`src/ppm_pkg.sv`:
```
// Package of constants and types for the power-mode control block
`default_nettype none
package ppm_pkg;
    // Register indices (MDIO register numbers; byte address is not used on this port)
    localparam logic [4:0] REG_BASIC_CTRL = 5'h00;
    localparam logic [4:0] REG_PLL_CTRL = 5'h10;
    localparam logic [4:0] REG_OSC_CTRL = 5'h11;
    localparam logic [4:0] REG_SLEEP_CTRL = 5'h18;
    localparam logic [4:0] REG_PHY_CTRL2 = 5'h1F;
    localparam logic [4:0] REG_POWER_STATUS = 5'h1E;
    // Field positions
    localparam int BIT_SOFT_RESET = 15;
    localparam int BIT_ANEG_EN = 12;
    localparam int BIT_POWER_DOWN = 11;
    localparam int BIT_PLL_OFF = 4;
    localparam int BIT_SLOW_OSC = 5;
    localparam int BIT_SLEEP_DIS = 11;
    localparam int BIT_POWER_SAVE = 10;
    // Reset values of the controlling bits
    localparam logic RST_ANEG_EN = 1'b1;
    localparam logic RST_POWER_DOWN = 1'b0;
    localparam logic RST_PLL_OFF = 1'b0;
    localparam logic RST_SLOW_OSC = 1'b0;
    localparam logic RST_SLEEP_DIS = 1'b1;
    localparam logic RST_POWER_SAVE = 1'b0;
    // Timing
    localparam int CLK_FREQ_MHZ = 25;
    localparam int SOFT_RESET_NS = 200;
    localparam int SOFT_RESET_CYC = (SOFT_RESET_NS * CLK_FREQ_MHZ + 999) / 1000;
    localparam int PULSE_INTERVAL_US = 16;
    localparam int PULSE_INTERVAL_CYC = PULSE_INTERVAL_US * CLK_FREQ_MHZ;

    typedef enum {
        PM_NORMAL,
        PM_SAVE,
        PM_SLEEP,
        PM_DOWN,
        PM_RESET
    } ppm_state_t;

    // Block enables, one bit per transceiver part
    typedef struct packed {
        logic transmitter;
        logic energyDetect;
        logic pll;
        logic receiver;
        logic digitalCore;
        logic refClockSel;
    } ppm_power_t;
endpackage
`default_nettype wire

```
`src/ppm_phy_power_mode_control.sv`:
```
// Power-mode control: register port, mode state machine and block enables
//
// Behaviour
// Power-saving bit set enters power saving, only with autoneg on and no link.
// Power saving keeps only transmitter, energy detect and PLL powered.
// Power saving is off after power-up until software sets it.
// Sleep control bit written zero enables energy-detect sleep, autoneg on, no link.
// PLL-off bit stops the PLL in sleep; only transmitter and detect remain.
// Sleep keeps sending periodic link pulses; interval is programmable.
// Energy-detect sleep is disabled at power-up; its bit reads one.
// Power-down bit one disables everything but the management interface; here the crystal input and clock select stay on unless slow-osc is set.
// Clearing the power-down bit leaves power-down.
// Slow-oscillator bit one deselects the crystal input for the slow oscillator.
// Slow oscillator plus power-down is lowest power; registers stay reachable.
// Exit order is clear slow-osc, clear power-down, then software reset.
// Software reset self-clears and restores mode bits to defaults.
`default_nettype none
module ppm_phy_power_mode_control #(
    parameter int PULSE_INTERVAL = ppm_pkg::PULSE_INTERVAL_CYC,
    parameter int RESET_CYCLES = ppm_pkg::SOFT_RESET_CYC
) (
    input wire logic sys_clk,
    input wire logic arst_n,
    input wire logic [4:0] regAddr,
    input wire logic [15:0] regWrData,
    input wire logic regWrStb,
    input wire logic regRdStb,
    output logic [15:0] regRdData,
    input wire logic linkUp,
    output ppm_pkg::ppm_power_t powerEn,
    output logic crystalInputEn,
    output logic linkPulse,
    output logic softResetBusy
);
    // Room for the widest interval, base shifted by the largest scale of 3
    localparam int PW = $clog2((PULSE_INTERVAL << 3) + 1) + 1;
    localparam int RW = $clog2(RESET_CYCLES + 1) + 1;

    logic anegEn_reg;
    logic powerDown_reg;
    logic pllOff_reg;
    logic slowOsc_reg;
    logic sleepDis_reg;
    logic powerSave_reg;
    logic softReset_reg;
    logic [RW-1:0] resetCnt_reg;
    logic [PW-1:0] pulseCnt_reg;
    logic [1:0] pulseScale_reg;
    ppm_pkg::ppm_state_t state_reg;
    ppm_pkg::ppm_state_t state_next;
    ppm_pkg::ppm_power_t power_next;
    logic resetDone;
    logic [PW-1:0] pulseLimit;

    assign resetDone = softReset_reg && (resetCnt_reg == RW'(RESET_CYCLES));
    // Longer pulse spacing saves more power in sleep
    assign pulseLimit = PW'(PULSE_INTERVAL) << pulseScale_reg;

    // Mode control bits
    always_ff @(posedge sys_clk or negedge arst_n) begin
        if (!arst_n) begin
            anegEn_reg <= ppm_pkg::RST_ANEG_EN;
            powerDown_reg <= ppm_pkg::RST_POWER_DOWN;
            pllOff_reg <= ppm_pkg::RST_PLL_OFF;
            slowOsc_reg <= ppm_pkg::RST_SLOW_OSC;
            sleepDis_reg <= ppm_pkg::RST_SLEEP_DIS;
            powerSave_reg <= ppm_pkg::RST_POWER_SAVE;
            pulseScale_reg <= 2'h0;
        end else if (resetDone) begin
            // Defaults restored at end of soft reset
            anegEn_reg <= ppm_pkg::RST_ANEG_EN;
            powerDown_reg <= ppm_pkg::RST_POWER_DOWN;
            pllOff_reg <= ppm_pkg::RST_PLL_OFF;
            slowOsc_reg <= ppm_pkg::RST_SLOW_OSC;
            sleepDis_reg <= ppm_pkg::RST_SLEEP_DIS;
            powerSave_reg <= ppm_pkg::RST_POWER_SAVE;
            pulseScale_reg <= 2'h0;
        end else if (regWrStb) begin
            case (regAddr)
                ppm_pkg::REG_BASIC_CTRL: begin
                    anegEn_reg <= regWrData[ppm_pkg::BIT_ANEG_EN];
                    powerDown_reg <= regWrData[ppm_pkg::BIT_POWER_DOWN];
                end
                ppm_pkg::REG_PLL_CTRL: begin
                    pllOff_reg <= regWrData[ppm_pkg::BIT_PLL_OFF];
                end
                ppm_pkg::REG_OSC_CTRL: begin
                    slowOsc_reg <= regWrData[ppm_pkg::BIT_SLOW_OSC];
                end
                ppm_pkg::REG_SLEEP_CTRL: begin
                    sleepDis_reg <= regWrData[ppm_pkg::BIT_SLEEP_DIS];
                    pulseScale_reg <= regWrData[1:0];
                end
                ppm_pkg::REG_PHY_CTRL2: begin
                    powerSave_reg <= regWrData[ppm_pkg::BIT_POWER_SAVE];
                end
                default: begin
                end
            endcase
        end
    end

    // Software reset bit and its duration counter
    always_ff @(posedge sys_clk or negedge arst_n) begin
        if (!arst_n) begin
            softReset_reg <= 1'b0;
            resetCnt_reg <= '0;
        end else if (softReset_reg) begin
            resetCnt_reg <= resetCnt_reg + RW'(1);
            if (resetDone) begin
                softReset_reg <= 1'b0;
                resetCnt_reg <= '0;
            end
        end else if (regWrStb && regAddr == ppm_pkg::REG_BASIC_CTRL && regWrData[ppm_pkg::BIT_SOFT_RESET]) begin
            // Final exit step after slow-osc and power-down are cleared
            softReset_reg <= 1'b1;
        end
    end

    // Mode selection; soft reset dominates, then power-down, then sleep, then power saving
    always_comb begin
        state_next = ppm_pkg::PM_NORMAL;
        if (softReset_reg) begin
            state_next = ppm_pkg::PM_RESET;
        end else if (powerDown_reg) begin
            state_next = ppm_pkg::PM_DOWN;
        end else if (!sleepDis_reg && anegEn_reg && !linkUp) begin
            state_next = ppm_pkg::PM_SLEEP;
        end else if (powerSave_reg && anegEn_reg && !linkUp) begin
            state_next = ppm_pkg::PM_SAVE;
        end
    end

    always_ff @(posedge sys_clk or negedge arst_n) begin
        if (!arst_n) begin
            state_reg <= ppm_pkg::PM_NORMAL;
        end else begin
            state_reg <= state_next;
        end
    end

    // Block enables per mode
    always_comb begin
        power_next = '1;
        case (state_next)
            ppm_pkg::PM_NORMAL: begin
                power_next = '1;
            end
            ppm_pkg::PM_SAVE: begin
                power_next.receiver = 1'b0;
                power_next.digitalCore = 1'b0;
            end
            ppm_pkg::PM_SLEEP: begin
                power_next.receiver = 1'b0;
                power_next.digitalCore = 1'b0;
                power_next.pll = !pllOff_reg;
            end
            ppm_pkg::PM_DOWN, ppm_pkg::PM_RESET: begin
                power_next = '0;
            end
            default: begin
                power_next = '1;
            end
        endcase
        // Slow oscillator replaces the crystal input
        power_next.refClockSel = !slowOsc_reg;
    end

    always_ff @(posedge sys_clk or negedge arst_n) begin
        if (!arst_n) begin
            powerEn <= '1;
            crystalInputEn <= 1'b1;
            softResetBusy <= 1'b0;
        end else begin
            powerEn <= power_next;
            crystalInputEn <= !slowOsc_reg;
            softResetBusy <= softReset_reg;
        end
    end

    // Link pulse generator, aligned with the enables of the same mode
    always_ff @(posedge sys_clk or negedge arst_n) begin
        if (!arst_n) begin
            pulseCnt_reg <= '0;
            linkPulse <= 1'b0;
        end else if (state_next == ppm_pkg::PM_SLEEP) begin
            linkPulse <= 1'b0;
            if (pulseCnt_reg >= pulseLimit - PW'(1)) begin
                pulseCnt_reg <= '0;
                linkPulse <= 1'b1;
            end else begin
                pulseCnt_reg <= pulseCnt_reg + PW'(1);
            end
        end else begin
            pulseCnt_reg <= '0;
            linkPulse <= 1'b0;
        end
    end

    // Read port stays alive in every mode
    always_ff @(posedge sys_clk or negedge arst_n) begin
        if (!arst_n) begin
            regRdData <= 16'h0000;
        end else if (regRdStb) begin
            regRdData <= 16'h0000;
            case (regAddr)
                ppm_pkg::REG_BASIC_CTRL: begin
                    regRdData[ppm_pkg::BIT_SOFT_RESET] <= softReset_reg;
                    regRdData[ppm_pkg::BIT_ANEG_EN] <= anegEn_reg;
                    regRdData[ppm_pkg::BIT_POWER_DOWN] <= powerDown_reg;
                end
                ppm_pkg::REG_PLL_CTRL: begin
                    regRdData[ppm_pkg::BIT_PLL_OFF] <= pllOff_reg;
                end
                ppm_pkg::REG_OSC_CTRL: begin
                    regRdData[ppm_pkg::BIT_SLOW_OSC] <= slowOsc_reg;
                end
                ppm_pkg::REG_SLEEP_CTRL: begin
                    regRdData[ppm_pkg::BIT_SLEEP_DIS] <= sleepDis_reg;
                    regRdData[1:0] <= pulseScale_reg;
                end
                ppm_pkg::REG_PHY_CTRL2: begin
                    regRdData[ppm_pkg::BIT_POWER_SAVE] <= powerSave_reg;
                end
                ppm_pkg::REG_POWER_STATUS: begin
                    regRdData[2:0] <= 3'(state_reg);
                end
                default: begin
                end
            endcase
        end else begin
            regRdData <= 16'h0000;
        end
    end
endmodule
`default_nettype wire

```
`config.mk`:
```
export PLATFORM = sky130hd
export DESIGN_NAME = ppm_phy_power_mode_control
export DESIGN_NICKNAME = d
export VERILOG_FILES = /design/src/ppm_pkg.sv /design/src/ppm_phy_power_mode_control.sv
export SDC_FILE = /design/constraint.sdc
export NUM_CORES = 1
export LEC_CHECK = 0
export BUFFER_PORTS_ARGS = -buffer_cell sky130_fd_sc_hd__buf_2
export CORE_UTILIZATION = 53
export DETAILED_ROUTE_END_ITERATION = 10
export GPL_TIMING_DRIVEN = 0
export PLACE_DENSITY = 0.79
export SLEW_MARGIN = 40
export SYNTH_ARGS = -nofsm -noshare
export SYNTH_HDL_FRONTEND = slang
export SYNTH_SLANG_ARGS = --single-unit
export TNS_END_PERCENT = 50
```
`constraint.sdc`:
```
create_clock -name sys_clk -period 2.4 [get_ports sys_clk]
set_input_delay 0.24 -clock sys_clk [delete_from_list [all_inputs] [get_ports sys_clk]]
set_output_delay 0.24 -clock sys_clk [all_outputs]
set_load 0.02 [all_outputs]
```
==> metrics.txt <==
core region area=4030 sq um; Hold Path Depth=3; Flop pwr share=roughly 49%; first-pass GRT wire length=~6.6 mm; Distinct cells, synth=39; die span in y=around 67 um; P_leak=0.00131 uW; Slew @ Worst Pin=0.532 ns; flip-flop count of the largest register after layout=13; Port Buffers=35; number of enable flip-flop cells after synthesis=0; Slew headroom=roughly 65%; synthesized cell area=2240 sq um; sequential fraction of the synthesis area=between 40 and 50%; synthesis-stage register bit count=43; CTS H-tree lvls=2; hold_ws=around 0.19 ns; final critical-path share of the clock period=between 80% and 90%; total grt overflow=0; worst clock skew=about 0.0053 ns; Max Cap Viol=0; clock sink total=43; cell depth of the worst setup path=9; DR vias/cell=approximately 5.2; outcome=finished clean; highest net fanout along the worst path=10; Clock Path Buffers=2; Top Usage Layer GRT=met2; Detailed Place HPWL=between 3 and 4 mm; Comb power frac=30.5%; pwr/cell area=around 830 nW/um^2; GR Util met2=between 30% and 40%; CP Launch Type=flip-flop; GPL Wtd Cong=0.770; clock slew at reported path FFs=0.08 ns; Synth Flop Type=dfrtp_1; endpoint of the worst hold path=pllOff_reg; area growth from synthesis to layout=15.9%; post_cts resized=0; I/O pin count=51; CP top delay family=adder cells; Synth top cells by count=37 x dfrtp_1, 21 x nand2_1, 18 x nor2_1; Worst R2R Start=pulseScale_reg[1]; WL final=approximately 4.2 mm; Final Net Count=307; Final Total Pwr=approximately 2200 uW; initial antenna violation count=0; mean routed wirelength per cell=between 10 and 15 um; Hold Vio Cnt, Final=0; max-slew violation count=0; top-area cell type share of the netlist area=41.2%; Vias=~1700; minimum clock period=between 2 and 2.5 ns; DRC=0; clock power share=between 20% and 30%; hold buffer count at CTS=1; slowest stage delay, CP=around 0.46 ns; Setup crit start=pulseScale_reg[1]; vias in the first global route=1472; top post-synthesis cells by area=dfrtp_1 41%, ha_1 8.4%, dfstp_2 7.0%; largest net degree at the start of global routing=44; global-route met3 utilization=under 10%; met1 usage=roughly 27%; Die W=approximately 67 um; crit path DAT=2.21 ns; Overall Global Routing Usage=20.3%; cell type with the largest total area after synthesis=dfrtp_1; post-route ant nets=0; diode count=0; Initial Utilization=between 50% and 60%; DP Area=roughly 2500 sq um; r2r setup slk=roughly 0.40 ns; CTS tree=yes; unrepaired setup endpoints after global routing=false; Peak supply drop=around 0.64 mV; Setup Viol. Count Final=0; crit end category=flip-flop; Max Clock Freq=roughly 500 MHz; post-layout util=between 60 and 70%; switching fraction of total power=a little over a third; path type of the worst min-delay path=in -> reg; root buf cell=clkbuf_8; final instance area=approximately 2600 sq um; CP Data Required Time=approximately 2.6 ns; Reg2Reg Depth=9; critical-path cell list=inv_1 > ha_1 > inv_1 > ha_1 > nand4_1 > nand2b_1 > nand3_2 > buf_6 > nor3_2; DR iter-0 viols=just over 90; Buf/Inv on CP=3; Post-Syn Area per Cell=about 10 sq um; critical path type=reg -> reg; Yosys warning count=0; post-CTS setup buffers=0; Clock Latency Late Sink=just under 0.3 ns; TritonRoute pass-1 iters=4; hold path startpoint=regWrData[4]; Die ar.=4500 sq um; Rows=23; reg2reg end=pulseCnt_reg[8]; CP max stage cell=dfrtp_1; CTS Buf Count=5; post-synthesis cell count=217; switching pwr=770 uW; count leader, synth=dfrtp_1; proportion of layout cells with a drive suffix above 1=28.5%; P_int=about 1400 uW; TNS Setup=0 ns; post-synthesis async set-or-reset flop share=100%
-- power groups by stage --
stage / clock network [uW] / logic (uW) / registers, uW
floorplan: 0 / 425 / 1080
global placement: 0 / 632 / 1060
detailed placement: 0 / 649 / 1060
CTS: 454 / 661 / 1050
global route: 475 / 745 / 1080
finish: 443 / 657 / 1060
-- how the worst max path moves through the flow --
stage,end,slack (ns)
4_1_cts,pulseCnt_reg[8],0.39
6_report,pulseCnt_reg[8],0.40
3_5_place_dp,pulseCnt_reg[8],0.44
5_1_grt,pulseCnt_reg[8],0.23
2_1_floorplan,pulseCnt_reg[10],0.64
3_3_place_gp,pulseCnt_reg[9],0.48
-- per-stage QoR --
step,cells,setup slack [ns]
after CTS,317,0.395
after floorplan,223,0.639
after detailed placement,308,0.438
after global placement,308,0.482
final,317,0.398
after global routing,317,0.228
-- metal layers --
layer	vias up	part of all wire, %
met1	769	45
met2	43	48
met4	0	2.2
met5	-	0
met3	10	4.9
li1	831	-
-- worst register-to-register path: cells and delay by family, from the launching register on --
kind          cells  cell delay (ns)
fa+ha+maj         2             0.56
simple gates      4             0.56
buf+inv           3             0.34
flops             1             0.46
-- final cells by class --
cell class	count	area [sq um]
Multi-Input combinational cell	154	1040
Clock buffer	6	72.6
Timing Repair Buffer	36	188
Tap cell	50	62.6
Inverter	8	30.0
Sequential cell	43	1080
Clock inverter	2	12.5
Buffer	18	118
Fill cell	343	1430
-- cells in the final DEF, fill, tap and decap left out, types with 2 or more instances in the layout --
cell type,synthesis,layout
nand3_1,15,15
clkbuf_1,5,6
xnor2_1,2,2
dfstp_2,6,6
ha_1,15,15
a21boi_0,2,2
buf_4,11,12
a21oi_1,7,7
nand4_1,6,6
and2_1,2,2
o21ai_0,2,2
nand2_1,21,21
nor3_2,9,9
and4b_1,3,3
dfrtp_1,37,37
inv_1,8,8
nand2b_1,2,2
nand3_2,2,2
and3_1,4,4
mux2i_1,4,4
nor2_1,18,18
a31oi_1,3,3
nor3_1,4,4
and4_1,2,2
conb_1,2,8
xor2_1,10,10
a32o_1,2,2
clkbuf_8,0,5
buf_2,1,35
and2b_1,2,2
-- logic make-up after synthesis --
kind of cell	synth area share (%)
AO/OA/AOI/OAI	5.85
XOR/XNOR	4.68
adder cells (fa/ha/maj)	8.36
buffers and inverters	6.58
flip-flops	48.3
multiplexers	1.78
other	0.335
AND/OR/NAND/NOR	24.1
No activity file was read; power rests on OpenSTA's default activity.
